--- src/design/rtcsa_pkg.sv ---
// Package of constants and carrier types for the second and alarm counter block.
package rtcsa_pkg;

  // Register indices; the AXI byte address is four times the index.
  localparam logic [21:0] IDX_SEC_BYTE0 = 22'h0a0008;
  localparam logic [21:0] IDX_SEC_BYTE1 = 22'h00a009;
  localparam logic [21:0] IDX_SEC_BYTE2 = 22'h00a00a;
  localparam logic [21:0] IDX_SEC_BYTE3 = 22'h00a00b;
  localparam logic [21:0] IDX_CTRL = 22'h00a00c;
  localparam logic [21:0] IDX_CMD = 22'h00a00d;
  localparam logic [21:0] IDX_IRQ_STATUS = 22'h00a00e;
  localparam logic [21:0] IDX_IRQ_CLEAR = 22'h00a00f;
  localparam logic [21:0] IDX_IRQ_ENABLE = 22'h00a010;

  // Widths of the counting chain.
  localparam int DIV_WIDTH = 16;
  localparam int SEC_WIDTH = 30;
  localparam int QUARTER_BITS = 13;
  localparam int SECOND_BITS = 15;

  // Control register field positions.
  localparam int CTRL_SEC_EN = 7;
  localparam int CTRL_ALM_EN = 6;
  localparam int CTRL_SEC_FLAG = 5;
  localparam int CTRL_ALM_FLAG = 4;
  localparam int CTRL_QTR_EN = 3;
  localparam int CTRL_QTR_FLAG = 2;

  // Interrupt status, clear and enable bit positions.
  localparam int IRQ_SEC = 0;
  localparam int IRQ_ALM = 1;
  localparam int IRQ_QTR = 2;

  // Command register clear bit.
  localparam int CMD_CLEAR = 0;

  // Reset values.
  localparam logic [7:0] CTRL_RESET = 8'h00;
  localparam logic [2:0] IRQ_EN_RESET = 3'h0;
  localparam logic [29:0] ALARM_RESET = 30'h00000000;

  localparam logic [1:0] RESP_OKAY = 2'h0;
  localparam logic [1:0] RESP_SLVERR = 2'h2;

  typedef enum {
    REG_SEC0, REG_SEC1, REG_SEC2, REG_SEC3, REG_CTRL, REG_CMD,
    REG_IRQ_STATUS, REG_IRQ_CLEAR, REG_IRQ_ENABLE, REG_NONE
  } rtcsa_reg_type;

  typedef struct packed {
    logic awvalid;
    logic [23:0] awaddr;
    logic wvalid;
    logic [31:0] wdata;
    logic [3:0] wstrb;
    logic bready;
    logic arvalid;
    logic [23:0] araddr;
    logic rready;
  } rtcsa_axi_req_type;

  typedef struct packed {
    logic awready;
    logic wready;
    logic bvalid;
    logic [1:0] bresp;
    logic arready;
    logic rvalid;
    logic [31:0] rdata;
    logic [1:0] rresp;
  } rtcsa_axi_rsp_type;

endpackage : rtcsa_pkg

--- src/design/rtcsa_top.sv ---
// Second counter with alarm, divider ticks, interrupt flags and AXI4-Lite registers.
// Behaviour
// - 16-bit divider makes 4 Hz and 1 Hz ticks.
// - Seconds counter advances on each 1 Hz tick.
// - Counters read-only; zeroed only by clear command.
// - Alarm equal to seconds sets alarm flag.
// - Seconds reads; writes at same address load alarm.
// - Four bytes hold bits 7:0 through 29:24.
// - Second enable sets second flag every second.
// - Second flag held until software clears it.
// - Alarm flag held until software clears it.
// - Quarter interrupt has its own enable bit.
// - Counting always runs, no enable control.
// - Slow crystal clock offered as system clock source.
// - Seconds bytes read zero after reset.
//
// Decided for this implementation: register access over AXI4-Lite.
`timescale 1ns/100ps
module rtcsa_top (
  // Clock and reset.
  input wire logic sys_clk,
  input wire logic rst,
  // Register bus.
  input wire rtcsa_pkg::rtcsa_axi_req_type axi_req,
  output rtcsa_pkg::rtcsa_axi_rsp_type axi_rsp,
  // Oscillator pin and clock source offer.
  input wire logic slow_crystal_clock,
  output logic slow_clock_source,
  // Interrupt.
  output logic irq
);

  function automatic rtcsa_pkg::rtcsa_reg_type decode_reg(input logic [23:0] addr);
    logic [21:0] idx;
    idx = addr[23:2];
    case (idx)
      rtcsa_pkg::IDX_SEC_BYTE0: decode_reg = rtcsa_pkg::REG_SEC0;
      rtcsa_pkg::IDX_SEC_BYTE1: decode_reg = rtcsa_pkg::REG_SEC1;
      rtcsa_pkg::IDX_SEC_BYTE2: decode_reg = rtcsa_pkg::REG_SEC2;
      rtcsa_pkg::IDX_SEC_BYTE3: decode_reg = rtcsa_pkg::REG_SEC3;
      rtcsa_pkg::IDX_CTRL: decode_reg = rtcsa_pkg::REG_CTRL;
      rtcsa_pkg::IDX_CMD: decode_reg = rtcsa_pkg::REG_CMD;
      rtcsa_pkg::IDX_IRQ_STATUS: decode_reg = rtcsa_pkg::REG_IRQ_STATUS;
      rtcsa_pkg::IDX_IRQ_CLEAR: decode_reg = rtcsa_pkg::REG_IRQ_CLEAR;
      rtcsa_pkg::IDX_IRQ_ENABLE: decode_reg = rtcsa_pkg::REG_IRQ_ENABLE;
      default: decode_reg = rtcsa_pkg::REG_NONE;
    endcase
  endfunction : decode_reg

  // Oscillator synchroniser and edge detector.
  logic osc_s1_q;
  logic osc_s2_q;
  logic osc_s3_q;
  logic osc_rise;

  // Counting chain.
  logic [rtcsa_pkg::DIV_WIDTH-1:0] tick_divider_count_q;
  logic [rtcsa_pkg::SEC_WIDTH-1:0] seconds_count_q;
  logic [rtcsa_pkg::SEC_WIDTH-1:0] alarm_value_q;
  logic quarter_tick;
  logic second_tick;
  logic alarm_match;
  logic alarm_match_q;

  // Control and interrupt state.
  logic second_irq_enable_q;
  logic alarm_irq_enable_q;
  logic quarter_second_irq_enable_q;
  logic [2:0] irq_status_q;
  logic [2:0] irq_enable_q;
  logic [2:0] flag_set;
  logic [2:0] flag_clr;
  logic [2:0] irq_enable_d;

  // Bus state.
  logic awready_q;
  logic wready_q;
  logic bvalid_q;
  logic [1:0] bresp_q;
  logic arready_q;
  logic rvalid_q;
  logic [31:0] rdata_q;
  logic [1:0] rresp_q;
  logic aw_full_q;
  logic w_full_q;
  logic [23:0] aw_addr_q;
  logic [7:0] wbyte_q;
  logic wlane_q;
  logic do_write;
  logic wr_hit;
  logic cmd_clear;
  rtcsa_pkg::rtcsa_reg_type wr_reg;
  rtcsa_pkg::rtcsa_reg_type rd_reg;
  logic [7:0] rd_byte;
  logic [7:0] ctrl_view;
  logic irq_q;
  logic slow_clock_source_q;

  // The first stage feeds only the second; the edge is taken between stages two and three.
  always_ff @(posedge sys_clk or posedge rst) begin
    if (rst) begin
      osc_s1_q <= 1'b0;
      osc_s2_q <= 1'b0;
      osc_s3_q <= 1'b0;
    end else begin
      osc_s1_q <= slow_crystal_clock;
      osc_s2_q <= osc_s1_q;
      osc_s3_q <= osc_s2_q;
    end
  end

  assign osc_rise = osc_s2_q & ~osc_s3_q;

  // The retimed crystal clock is handed to the system clock selector.
  always_ff @(posedge sys_clk or posedge rst) begin
    if (rst) begin
      slow_clock_source_q <= 1'b0;
    end else begin
      slow_clock_source_q <= osc_s2_q;
    end
  end

  // One tick every 8192 oscillator edges gives 4 Hz; every 32768 edges gives 1 Hz.
  assign quarter_tick = osc_rise && (&tick_divider_count_q[rtcsa_pkg::QUARTER_BITS-1:0]);
  assign second_tick = osc_rise && (&tick_divider_count_q[rtcsa_pkg::SECOND_BITS-1:0]);

  assign wr_reg = decode_reg(aw_addr_q);
  assign do_write = aw_full_q && w_full_q && !bvalid_q;
  assign wr_hit = do_write && wlane_q;
  assign cmd_clear = wr_hit && (wr_reg == rtcsa_pkg::REG_CMD) && wbyte_q[rtcsa_pkg::CMD_CLEAR];

  // The divider has no enable; only the clear command stops its progress.
  always_ff @(posedge sys_clk or posedge rst) begin
    if (rst) begin
      tick_divider_count_q <= '0;
    end else if (cmd_clear) begin
      tick_divider_count_q <= '0;
    end else if (osc_rise) begin
      tick_divider_count_q <= tick_divider_count_q + 16'h0001;
    end
  end

  // Software writes reach the seconds counter only through the clear command; clear wins over a tick.
  always_ff @(posedge sys_clk or posedge rst) begin
    if (rst) begin
      seconds_count_q <= '0;
    end else if (cmd_clear) begin
      seconds_count_q <= '0;
    end else if (second_tick) begin
      seconds_count_q <= seconds_count_q + 30'h00000001;
    end
  end

  // Writes to the seconds addresses land in the alarm, one byte per address.
  always_ff @(posedge sys_clk or posedge rst) begin
    if (rst) begin
      alarm_value_q <= rtcsa_pkg::ALARM_RESET;
    end else if (wr_hit) begin
      case (wr_reg)
        rtcsa_pkg::REG_SEC0: alarm_value_q[7:0] <= wbyte_q;
        rtcsa_pkg::REG_SEC1: alarm_value_q[15:8] <= wbyte_q;
        rtcsa_pkg::REG_SEC2: alarm_value_q[23:16] <= wbyte_q;
        rtcsa_pkg::REG_SEC3: alarm_value_q[29:24] <= wbyte_q[5:0];
        default: alarm_value_q <= alarm_value_q;
      endcase
    end
  end

  // Comparison runs every cycle; the remembered match stops a repeat while equality lasts.
  assign alarm_match = (seconds_count_q == alarm_value_q);
  always_ff @(posedge sys_clk or posedge rst) begin
    if (rst) begin
      // Counter and alarm both reset to zero, so the remembered match starts set.
      alarm_match_q <= 1'b1;
    end else begin
      alarm_match_q <= alarm_match;
    end
  end

  // Control register: enables are stored, flag bits written as one clear the flag.
  always_ff @(posedge sys_clk or posedge rst) begin
    if (rst) begin
      second_irq_enable_q <= rtcsa_pkg::CTRL_RESET[rtcsa_pkg::CTRL_SEC_EN];
      alarm_irq_enable_q <= rtcsa_pkg::CTRL_RESET[rtcsa_pkg::CTRL_ALM_EN];
      quarter_second_irq_enable_q <= rtcsa_pkg::CTRL_RESET[rtcsa_pkg::CTRL_QTR_EN];
    end else if (wr_hit && (wr_reg == rtcsa_pkg::REG_CTRL)) begin
      second_irq_enable_q <= wbyte_q[rtcsa_pkg::CTRL_SEC_EN];
      alarm_irq_enable_q <= wbyte_q[rtcsa_pkg::CTRL_ALM_EN];
      quarter_second_irq_enable_q <= wbyte_q[rtcsa_pkg::CTRL_QTR_EN];
    end
  end

  assign flag_set[rtcsa_pkg::IRQ_SEC] = second_tick && second_irq_enable_q;
  assign flag_set[rtcsa_pkg::IRQ_ALM] = alarm_match && !alarm_match_q && alarm_irq_enable_q;
  assign flag_set[rtcsa_pkg::IRQ_QTR] = quarter_tick && quarter_second_irq_enable_q;

  always_comb begin
    flag_clr = 3'h0;
    if (wr_hit && (wr_reg == rtcsa_pkg::REG_CTRL)) begin
      flag_clr[rtcsa_pkg::IRQ_SEC] = wbyte_q[rtcsa_pkg::CTRL_SEC_FLAG];
      flag_clr[rtcsa_pkg::IRQ_ALM] = wbyte_q[rtcsa_pkg::CTRL_ALM_FLAG];
      flag_clr[rtcsa_pkg::IRQ_QTR] = wbyte_q[rtcsa_pkg::CTRL_QTR_FLAG];
    end else if (wr_hit && (wr_reg == rtcsa_pkg::REG_IRQ_CLEAR)) begin
      flag_clr = wbyte_q[2:0];
    end
  end

  // Flags are sticky; a set in the same cycle as a clear is kept.
  always_ff @(posedge sys_clk or posedge rst) begin
    if (rst) begin
      irq_status_q <= 3'h0;
    end else begin
      irq_status_q <= (irq_status_q & ~flag_clr) | flag_set;
    end
  end

  always_ff @(posedge sys_clk or posedge rst) begin
    if (rst) begin
      irq_enable_q <= rtcsa_pkg::IRQ_EN_RESET;
    end else if (wr_hit && (wr_reg == rtcsa_pkg::REG_IRQ_ENABLE)) begin
      irq_enable_q <= wbyte_q[2:0];
    end
  end

  // The level uses the enable written in the same cycle, so it never lags the enable register.
  assign irq_enable_d = (wr_hit && (wr_reg == rtcsa_pkg::REG_IRQ_ENABLE)) ? wbyte_q[2:0] : irq_enable_q;

  always_ff @(posedge sys_clk or posedge rst) begin
    if (rst) begin
      irq_q <= 1'b0;
    end else begin
      irq_q <= |(((irq_status_q & ~flag_clr) | flag_set) & irq_enable_d);
    end
  end

  // Write address and data are captured independently, in either order.
  always_ff @(posedge sys_clk or posedge rst) begin
    if (rst) begin
      awready_q <= 1'b1;
      aw_full_q <= 1'b0;
      aw_addr_q <= 24'h000000;
    end else if (axi_req.awvalid && awready_q) begin
      awready_q <= 1'b0;
      aw_full_q <= 1'b1;
      aw_addr_q <= axi_req.awaddr;
    end else if (do_write) begin
      aw_full_q <= 1'b0;
    end else if (bvalid_q && axi_req.bready) begin
      awready_q <= 1'b1;
    end
  end

  always_ff @(posedge sys_clk or posedge rst) begin
    if (rst) begin
      wready_q <= 1'b1;
      w_full_q <= 1'b0;
      wbyte_q <= 8'h00;
      wlane_q <= 1'b0;
    end else if (axi_req.wvalid && wready_q) begin
      wready_q <= 1'b0;
      w_full_q <= 1'b1;
      wbyte_q <= axi_req.wdata[7:0];
      wlane_q <= axi_req.wstrb[0];
    end else if (do_write) begin
      w_full_q <= 1'b0;
    end else if (bvalid_q && axi_req.bready) begin
      wready_q <= 1'b1;
    end
  end

  always_ff @(posedge sys_clk or posedge rst) begin
    if (rst) begin
      bvalid_q <= 1'b0;
      bresp_q <= rtcsa_pkg::RESP_OKAY;
    end else if (do_write) begin
      bvalid_q <= 1'b1;
      bresp_q <= (wr_reg == rtcsa_pkg::REG_NONE) ? rtcsa_pkg::RESP_SLVERR : rtcsa_pkg::RESP_OKAY;
    end else if (bvalid_q && axi_req.bready) begin
      bvalid_q <= 1'b0;
    end
  end

  // Reads come from the same clock domain; each byte is sampled on its own, so a tick between byte reads can tear the count.
  assign rd_reg = decode_reg(axi_req.araddr);
  assign ctrl_view = {second_irq_enable_q, alarm_irq_enable_q, irq_status_q[rtcsa_pkg::IRQ_SEC],
                      irq_status_q[rtcsa_pkg::IRQ_ALM], quarter_second_irq_enable_q,
                      irq_status_q[rtcsa_pkg::IRQ_QTR], 2'h0};

  always_comb begin
    case (rd_reg)
      rtcsa_pkg::REG_SEC0: rd_byte = seconds_count_q[7:0];
      rtcsa_pkg::REG_SEC1: rd_byte = seconds_count_q[15:8];
      rtcsa_pkg::REG_SEC2: rd_byte = seconds_count_q[23:16];
      rtcsa_pkg::REG_SEC3: rd_byte = {2'h0, seconds_count_q[29:24]};
      rtcsa_pkg::REG_CTRL: rd_byte = ctrl_view;
      rtcsa_pkg::REG_IRQ_STATUS: rd_byte = {5'h00, irq_status_q};
      rtcsa_pkg::REG_IRQ_ENABLE: rd_byte = {5'h00, irq_enable_q};
      default: rd_byte = 8'h00;
    endcase
  end

  always_ff @(posedge sys_clk or posedge rst) begin
    if (rst) begin
      arready_q <= 1'b1;
      rvalid_q <= 1'b0;
      rdata_q <= 32'h00000000;
      rresp_q <= rtcsa_pkg::RESP_OKAY;
    end else if (axi_req.arvalid && arready_q) begin
      arready_q <= 1'b0;
      rvalid_q <= 1'b1;
      rdata_q <= {24'h000000, rd_byte};
      rresp_q <= (rd_reg == rtcsa_pkg::REG_NONE) ? rtcsa_pkg::RESP_SLVERR : rtcsa_pkg::RESP_OKAY;
    end else if (rvalid_q && axi_req.rready) begin
      rvalid_q <= 1'b0;
      arready_q <= 1'b1;
    end
  end

  assign axi_rsp = '{
    awready: awready_q,
    wready: wready_q,
    bvalid: bvalid_q,
    bresp: bresp_q,
    arready: arready_q,
    rvalid: rvalid_q,
    rdata: rdata_q,
    rresp: rresp_q
  };
  assign irq = irq_q;
  assign slow_clock_source = slow_clock_source_q;
endmodule : rtcsa_top

--- config.mk ---
export PLATFORM = sky130hd
export DESIGN_NAME = rtcsa_top
export DESIGN_NICKNAME = d
export VERILOG_FILES = /design/src/design/rtcsa_pkg.sv /design/src/design/rtcsa_top.sv
export SDC_FILE = /design/constraint.sdc
export NUM_CORES = 1
export LEC_CHECK = 0
export BUFFER_PORTS_ARGS = -buffer_cell sky130_fd_sc_hd__buf_2
export CAP_MARGIN = 20
export CORE_MARGIN = 5
export CORE_UTILIZATION = 35
export CTS_CLUSTER_DIAMETER = 30
export DETAILED_ROUTE_END_ITERATION = 7
export GPL_TIMING_DRIVEN = 0
export SYNTH_ARGS = -nofsm -noshare
export SYNTH_HDL_FRONTEND = slang
export SYNTH_SLANG_ARGS = --single-unit
export TNS_END_PERCENT = 5
--- constraint.sdc ---
create_clock -name sys_clk -period 13.14 [get_ports sys_clk]
set_input_delay 2.628 -clock sys_clk [delete_from_list [all_inputs] [get_ports sys_clk]]
set_output_delay 2.628 -clock sys_clk [all_outputs]
set_load 0.05 [all_outputs]
## After elaboration in Yosys (flattened, before gate mapping)

Cells that the tools add are included.

| operators by class | value |
|---|---|
| add/sub/neg operators | 2 |
| eq/ne operators | 36 |
| multiplexer cells | 25 |
| bitwise operators | 6 |
| reduce and logical (&&, ||, !) cells | 40 |

Operators by type and width:

| operator | count |
|---|---|
| 22-bit by 16-bit == test with 1-bit output (second input constant) | 16 |
| 32-bit by 2-bit == test with 1-bit output (second input constant) | 4 |
| 32-bit by 4-bit == test with 1-bit output (second input constant) | 4 |
| 32-bit by 5-bit == test with 1-bit output (second input constant) | 3 |
| 4-bit one-hot mux with 9 select lines | 2 |
| 32-bit by 1-bit == test with 1-bit output (second input constant) | 2 |
| 32-bit by 3-bit == test with 1-bit output (second input constant) | 2 |
| 32-bit zero test | 2 |
| 30-bit two-way mux | 2 |
| 8-bit one-hot mux with 7 select lines | 1 |
| 22-bit by 20-bit == test with 1-bit output (second input constant) | 2 |
| 16-bit two-way mux | 2 |
| 30-bit by 1-bit adder with 30-bit output (second input constant) | 1 |
| 30-bit == test | 1 |
| 1-bit logical AND | 19 |
| 16-bit by 1-bit adder with 16-bit output (second input constant) | 1 |
| 2-bit nonzero test | 8 |
| 15-bit AND reduction | 1 |
| 1-bit two-way mux | 13 |
| 13-bit AND reduction | 1 |
| 2-bit AND reduction | 6 |
| 3-bit two-way mux | 3 |
| 3-bit AND | 2 |
| 2-bit two-way mux | 2 |
| other kinds (7) | 9 |

| word-level totals | value |
|---|---|
| register bits | 142 |
| input bits | 92 |
| output and inout bits | 43 |

## Depth between registers and ports, before layout

Gate-level depths: netlist (run 1).

| depth | value |
|---|---|
| word-level depth | 11 |
| mapped depth | 8 |
| mapped depth without buffers | 7 |

## Least setup slack after synthesis (run 1)

No wires, ideal clock.

| timing | value |
|---|---|
| path kind | input-to-reg |
| start | in axi_req[12] (netlist name) |
| end | reg rdata_q[4] |
| library setup time | 0.077 ns |
| data arrival time | 3.973 ns |
| path slack | 9.090 ns |
| stages on the path | 6 |
| buffers on the path | 0 |
| path through | nor4_1 nand2_1 nor4_4 inv_2 o32a_1 a21oi_1 |

| on the way | value |
|---|---|
| longest elaborated chain between the ends | 4 |
| elaborated cells between the ends (all ways) | 18 |
| those cells by class | eq/ne: 15; mux: 2; reduce/logical: 1 |

Ends and longest elaborated chain:

| item | RTL line | text |
|---|---|---|
| from (decl) | rtcsa_top.sv:24 | `input wire rtcsa_pkg::rtcsa_axi_req_type axi_req,` |
| 22-bit by 16-bit == test with 1-bit output or 22-bit by 20-bit == test with 1-bit output (tied branches) | rtcsa_top.sv:36 | `case (idx)` |
| 4-bit one-hot mux with 9 select lines * | rtcsa_top.sv:36 |  |
| 32-bit by 4-bit == test with 1-bit output, or another cell as far along | rtcsa_top.sv:290 | `case (rd_reg)` |
| 8-bit one-hot mux with 7 select lines * | rtcsa_top.sv:290 |  |
| to (signal assigned) | rtcsa_top.sv:311 | `rdata_q <= {24'h000000, rd_byte};` |
| to (decl) | rtcsa_top.sv:82 | `logic [31:0] rdata_q;` |

Every way passes the cells marked *; elsewhere a longest branch is shown, timed or not.
A chain may end at the register's enable or synchronous reset.

## Worst setup path after layout (run 1)

| timing | value |
|---|---|
| start | in axi_req[16] (netlist name) |
| end | reg rdata_q[2] |

Same word-level chain as after synthesis.

==> flow_metrics.py, run 1 <==
metrics = {
    "hold_path": {
        "hold_class": "reg2reg",
    },
    "status": {
        "status": "finished, final reports clean",
    },
    "logic_synthesis": {
        "syn_area_per_cell_um2": 10.7,
        "ys_types": 58,
        "synth.yosys.warnings": 0,
        "syn_area_mm2": 0.00697,
        "synth_adder_area_share_pct": 0.359,
        "synthSimpleGateAreaFrac_pct": 18.6,
        "synth_xor_area_share_pct": 9.17,
        "synthTopCellsByCount": "dfrtp_1 (133), nor2_1 (78), mux2_2 (65)",
        "synth.area.top_cells": "dfrtp_1 (48%), mux2_2 (10%), xor2_1 (5.5%)",
        "yosysTopAreaCellShare_pct": 47.7,
        "seq_area_frac_synth_pct": 49.2,
        "async_reset_ff_share_pct": 100,
        "synth.mux.area_fraction_pct": 12.2,
        "synth_top_family_by_area": "simple AND/OR/NAND/NOR gates",
        "yosys.area.top_type": "dfrtp_1",
        "synth_edf_count": 0,
        "yosysMostFrequentCell": "dfrtp_1",
        "syn_inst": 649,
        "synth-compound-area-share_pct": 5.11,
        "ys_ff_latch": 137,
        "ys_dominant_reg_cell": "dfrtp_1",
    },
    "clock_tree": {
        "numCtsBuffers": 17,
        "postCtsSetupRepairBufs": 0,
        "htree_levels": 4,
        "clock-sinks": 137,
        "clkLatencyLatePin_ps": 420,
        "ctsResizeCount": 0,
        "clk_pin_slew_ps": 60,
        "cts_hold_buf": 0,
        "cts_tree": "yes",
        "cts-root-buf": "clkbuf_16",
        "cts_buffer_depth": 2,
    },
    "worst_setup_path": {
        "crit_fanout": 8,
        "worstPathRequired_ps": 13480,
        "cp-start-kind": "input port",
        "crit_type": "in2reg",
        "end_kind": "flip-flop",
        "critical_path_arrival_ps": 4410,
    },
    "sta": {
        "fmax_ghz": 0.246,
        "slew_viol_final": 0,
        "hold_viol": 0,
        "final.period_utilization_pct": 31.0,
        "finalSetupViolations": 0,
        "final.setup.tns_ps": 0,
        "relSlewSlack_pct": 49.9,
        "finalCriticalPeriod_ps": 4070,
        "skew_ps": 7.58,
        "rsz0062_at_grt": "no",
        "worstMarginPinSlew_ps": 747,
    },
    "run": {
        "maxCapViolCount": 0,
    },
    "global_route": {
        "grt_overflow": 0,
        "grt_use_met3_pct": 3.41,
        "antenna_found_initial": 0,
        "grt_pass1_wl_um": 27100,
        "grt_usage_pct": 15.4,
        "grt_max_degree": 74,
        "top_usage_layer": "met2",
        "grt_use_met1_pct": 21.8,
        "first_global_vias": 5008,
        "grt_use_met2_pct": 23.6,
    },
    "route": {
        "drc": 0,
        "ant_nets": 0,
        "vias_per_cell": 4.89,
        "first_pass_iters": 5,
        "drt-total-wl_um": 17100,
        "initialDrtViolationCount": 310,
        "wl_per_cell_um": 16.3,
        "via_count": 5125,
    },
    "power": {
        "ir_drop_mv": 0.0887,
        "finalPower_mw": 1.28,
        "cellLeakagePower_nw": 4.01,
        "power.density_mw_per_mm2": 152,
    },
    "finish": {
        "nNetsFinal": 865,
        "stdcell_area_mm2": 0.00842,
        "layout-drive-gt1-share_pct": 30.2,
        "diodes": 0,
        "syn2layout_area_growth_pct": 20.8,
    },
    "die": {
        "ios": 135,
        "die_area_mm2": 0.0228,
        "coreArea_mm2": 0.0195,
        "die_w_um": 151,
        "die_h_um": 151,
        "start_util_pct": 35.7,
        "row_count": 51,
    },
    "placement": {
        "port_buffers": 77,
        "placed_area_mm2": 0.00782,
        "routabilityCongestion": 0.863,
        "hpwl_um": 12700,
    },
}
[metal layers]
metal	wire [um]	share of wire (%)	vias to the layer above
li1	-	-	2472
met4	185	1.1	0
met1	8170	48	2520
met5	0	0	-
met2	7870	46	124
met3	917	5.3	9
[placed cells by master (no fill, tap or decap), types with 10 or more instances in the layout]
cell type / count
dfrtp_1: 133
clkbuf_16: 17
nand2_1: 44
a21oi_1: 10
a22oi_1: 10
buf_4: 31
xor2_1: 44
mux2i_1: 11
nand4_1: 23
o21ai_0: 11
buf_2: 85
clkbuf_1: 11
nor3_1: 16
conb_1: 26
nand3_1: 27
nor4_1: 11
xnor2_1: 29
nor2_1: 78
mux2_2: 65
[logic make-up (layout without fill, tap and decap cells)]
| kind of cell | count (synthesis) | after routing |
|---|---|---|
| fa+ha+maj | 2 | 2 |
| mux | 77 | 77 |
| compound gates | 50 | 50 |
| simple gates | 245 | 245 |
| buf+inv | 64 | 174 |
| xor+xnor | 73 | 73 |
| flops | 137 | 137 |
| other cells | 1 | 26 |
[where the power goes]
| group | internal, mW | total, mW | switching [mW] |
|---|---|---|---|
| sequential | 0.494 | 0.562 | 0.0681 |
| clock | 0.308 | 0.489 | 0.180 |
| combinational | 0.0967 | 0.228 | 0.131 |
[flip-flops by register name (all words and copies together), names as in the netlist, 3 cells and up]
name	flops
alarm_value_q	30
aw_addr_q	22
irq_enable_q	3
irq_status_q	3
rdata_q	8
seconds_count_q	30
tick_divider_count_q	15
wbyte_q	8
[path summary, 6_finish.rpt]
kind,slack [ps],startpoint,cells past startpoint,end
worst min-delay path,350,osc_s1_q$_DFF_PP0_,0,osc_s2_q$_DFF_PP0_
worst max-delay path,9070,axi_req[16],6,rdata_q[2]$_DFFE_PP0P_
worst min register to register,350,osc_s1_q$_DFF_PP0_,0,osc_s2_q$_DFF_PP0_
worst max register to register,10510,aw_addr_q[23]$_DFFE_PP0P_,7,seconds_count_q[16]$_DFFE_PP0P_
max in group asynchronous,10000,rst,3,arready_q$_DFFE_PP1P_
min in group asynchronous,2310,rst,2,osc_s1_q$_DFF_PP0_
[cell type report]
class	instances	area, um^2
fillers	1919	11100
clock buffers	21	460
well taps	265	332
repair buffers	78	413
inverters	11	46.3
clock inverters	11	145
plain buffers	53	327
flip-flops and latches	137	3430
multi-input cells	473	3270
[stage by stage]
| step | hold slack, ps | util, % | setup slack [ps] | std cells |
|---|---|---|---|---|
| 6_report | 351 | 43.1 | 9070 | 1049 |
| 3_3_place_gp | 335 | 39.9 | 5130 | 1016 |
| 3_5_place_dp | 341 | 40.0 | 8640 | 1017 |
| 5_1_grt | 365 | 43.1 | 8870 | 1049 |
| 2_1_floorplan | 331 | - | 6850 | 674 |
| 4_1_cts | 355 | 43.1 | 9080 | 1049 |
[worst max-delay path, stage by stage]
cell and delay, ps:
buf_2 110, nor4bb_1 410, nand2_1 150, nor4_2 670, a222oi_1 260, o21ai_0 180
Note: power is estimated with default switching activity, not from simulation.
==> run 2: changes to the inputs <==
--- a/config.mk
+++ b/config.mk
@@ -5,6 +5,7 @@
 export SDC_FILE = /design/constraint.sdc
 export NUM_CORES = 1
 export LEC_CHECK = 0
+export ABC_AREA = 1
 export BUFFER_PORTS_ARGS = -buffer_cell sky130_fd_sc_hd__buf_2
 export CAP_MARGIN = 20
 export CORE_MARGIN = 5
==> constraint.sdc (replaced) <==
create_clock -name sys_clk -period 3.9 [get_ports sys_clk]
set_input_delay 0.78 -clock sys_clk [delete_from_list [all_inputs] [get_ports sys_clk]]
set_output_delay 0.78 -clock sys_clk [all_outputs]
set_load 0.05 [all_outputs]
==> run 2 against run 1 <==
  * Clock power rose to 3.4 times the previous value
  * Worst setup slack got worse by 7300 ps
  * Cell count rose by 41%
  * Sequential cell count did not move
  * First-iteration DRC count rose by 64%
  * Global-route usage rose by 1.6 points
  * Cell area rose by 12%
  * Non-clock buffer count rose by 20
  * Routed wire length rose by 25%
  * Critical path depth fell by 4
  * Critical endpoint is now axi_rsp[40]
  * Largest cell class is now multi-input combinational cells
  * Largest power group unchanged
==> flow_metrics.py, run 2 <==
metrics = {
    "finish": {
        "syn2layout_area_growth_pct": 19.0,
        "final_cell_count_no_fill": 1475,
        "layout-drive-gt1-share_pct": 16.7,
        "postLayoutCoreUtil_pct": 42.0,
        "nNetsFinal": 1271,
        "layout_common_cells": "nand2_1 (256), dfrtp_1 (133), nor2_1 (129)",
        "reg_top3": "alarm_value_q: 30 flops, seconds_count_q: 30 flops, aw_addr_q: 22 flops",
        "final_common_cell": "nand2_1",
        "diodes": 0,
    },
    "clock_tree": {
        "clkLatencyLatePin_ps": 430,
        "numCtsBuffers": 17,
        "htree_levels": 4,
        "postCtsSetupRepairBufs": 0,
        "cts_hold_buf": 0,
        "cts_buffer_depth": 2,
        "ctsResizeCount": 0,
        "cts-root-buf": "clkbuf_16",
        "clock-sinks": 137,
        "clk_pin_slew_ps": 70,
        "cts_tree": "yes",
    },
    "global_route": {
        "grt_usage_pct": 17.0,
        "antenna_found_initial": 0,
        "grt_overflow": 0,
        "grt_max_degree": 39,
        "grt_pass1_wl_um": 35500,
        "first_global_vias": 6903,
    },
    "placement": {
        "port_buffers": 77,
        "hpwl_um": 16200,
        "routabilityCongestion": 0.910,
        "placed_cells": 1443,
        "pre_cts_slack_ps": 1600,
    },
    "logic_synthesis": {
        "yosysMostFrequentCell": "nand2_1",
        "ys_ff_latch": 137,
        "synth_edf_count": 0,
        "synth.yosys.warnings": 0,
        "synth.area.top_cells": "dfrtp_1 (42%), nand2_1 (12%), nor2_1 (6.1%)",
        "yosys.area.top_type": "dfrtp_1",
        "seq_area_frac_synth_pct": 43.4,
        "syn_area_mm2": 0.00791,
        "async_reset_ff_share_pct": 100,
        "ys_types": 37,
        "yosysTopAreaCellShare_pct": 42.1,
        "synthTopCellsByCount": "nand2_1 (256), dfrtp_1 (133), nor2_1 (129)",
        "syn_inst": 1053,
        "syn_area_per_cell_um2": 7.51,
        "ys_dominant_reg_cell": "dfrtp_1",
    },
    "sta": {
        "finalCriticalPeriod_ps": 2090,
        "timing.final.ws_setup_ps": 1810,
        "final.setup.tns_ps": 0,
        "slew_viol_final": 0,
        "relSlewSlack_pct": 51.8,
        "whs_ps": 348,
        "fmax_ghz": 0.479,
        "rsz0062_at_grt": "no",
        "worstMarginPinSlew_ps": 722,
        "final.period_utilization_pct": 53.5,
        "hold_viol": 0,
        "skew_ps": 10.4,
        "finalSetupViolations": 0,
    },
    "die": {
        "row_count": 55,
        "die_h_um": 160,
        "die_area_mm2": 0.0257,
        "start_util_pct": 35.2,
        "coreArea_mm2": 0.0224,
        "ios": 135,
        "die_w_um": 160,
    },
    "worst_setup_path": {
        "cp_cell_sequence": "buf_4 > buf_2",
        "end_kind": "output pin",
        "critical_path_arrival_ps": 1310,
        "cp-start-kind": "flip-flop",
        "slowest_stage": "dfstp_2",
        "rr_startpoint": "tick_divider_count_q[0]$_DFFE_PP0P_",
        "crit_type": "reg2out",
        "max_stage_delay_ps": 540,
        "crit_fanout": 3,
        "cp-startpoint": "awready_q$_DFFE_PP1P_",
        "worstPathRequired_ps": 3120,
    },
    "power": {
        "cellLeakagePower_nw": 4.61,
        "ir_drop_mv": 0.276,
        "power.density_mw_per_mm2": 470,
    },
    "route": {
        "ant_nets": 0,
        "via_count": 7226,
        "wl_per_cell_um": 14.5,
        "drt-total-wl_um": 21500,
        "first_pass_iters": 5,
        "initialDrtViolationCount": 508,
        "drc": 0,
        "vias_per_cell": 4.90,
    },
    "run": {
        "maxCapViolCount": 0,
    },
    "hold_path": {
        "hold_class": "reg2reg",
        "min_from": "osc_s1_q$_DFF_PP0_",
    },
    "status": {
        "status": "finished, final reports clean",
    },
}
-- run 2: power breakdown --
| group | internal (mW) | total, mW | leakage, nW | switching (mW) |
|---|---|---|---|---|
| Sequential | 1.65 | 1.81 | 1.78 | 0.159 |
| Combinational | 0.287 | 0.953 | 2.53 | 0.666 |
| Clock | 1.00 | 1.66 | 0.293 | 0.658 |
| Total | 2.95 | 4.43 | 4.61 | 1.48 |
-- run 2: metrics by stage --
stage	total power [mW]	instance area, um^2
CTS	4.47	9410
detailed placement	2.80	8810
global placement	2.77	8750
global route	4.66	9410
finish	4.43	9410
floorplan	2.53	8010
-- run 2: layout make-up --
class                      count  area, um^2
sequential                   137        3430
clock inverter                11         135
multi-input combinational    768        3770
tap                          285         357
clock buffer                  21         470
fill                        2312       13000
buffer                        71         415
timing repair buffer          80         445
inverter                     102         387
-- run 2: worst paths after layout --
kind | depth (start not counted) | endpoint | slack (ps)
setup / recovery | 2 | axi_rsp[40] | 1810
hold / removal | 0 | osc_s2_q$_DFF_PP0_ | 350
setup reg to reg | 10 | seconds_count_q[8]$_DFFE_PP0P_ | 1820
hold reg to reg | 0 | osc_s2_q$_DFF_PP0_ | 350
max in group asynchronous | 4 | wready_q$_DFFE_PP1P_ | 2470
min in group asynchronous | 2 | alarm_value_q[22]$_DFFE_PP0P_ | 480
-- run 2: worst max-delay path: cells and delay by family, from the launching register on --
| kind | cells | cell delay (ps) |
|---|---|---|
| DFF | 1 | 540 |
| buffers and inverters | 2 | 340 |
-- run 2: routing by layer --
metal,GRT usage [%],vias up,routed length [um]
li1,-,3623,-
met1,23.7,3336,10200
met2,26.8,235,9470
met3,3.59,32,1400
met4,5.20,0,400
met5,0,-,0
-- run 2: kinds of logic after synthesis --
logic type | after synthesis | synth area share (%)
simple gates | 565 | 32.1
buf+inv | 173 | 10.1
flops | 137 | 43.4
compound gates | 120 | 7.77
xor+xnor | 49 | 5.43
mux | 6 | 0.854
fa+ha+maj | 2 | 0.316
other cells | 1 | 0.0474
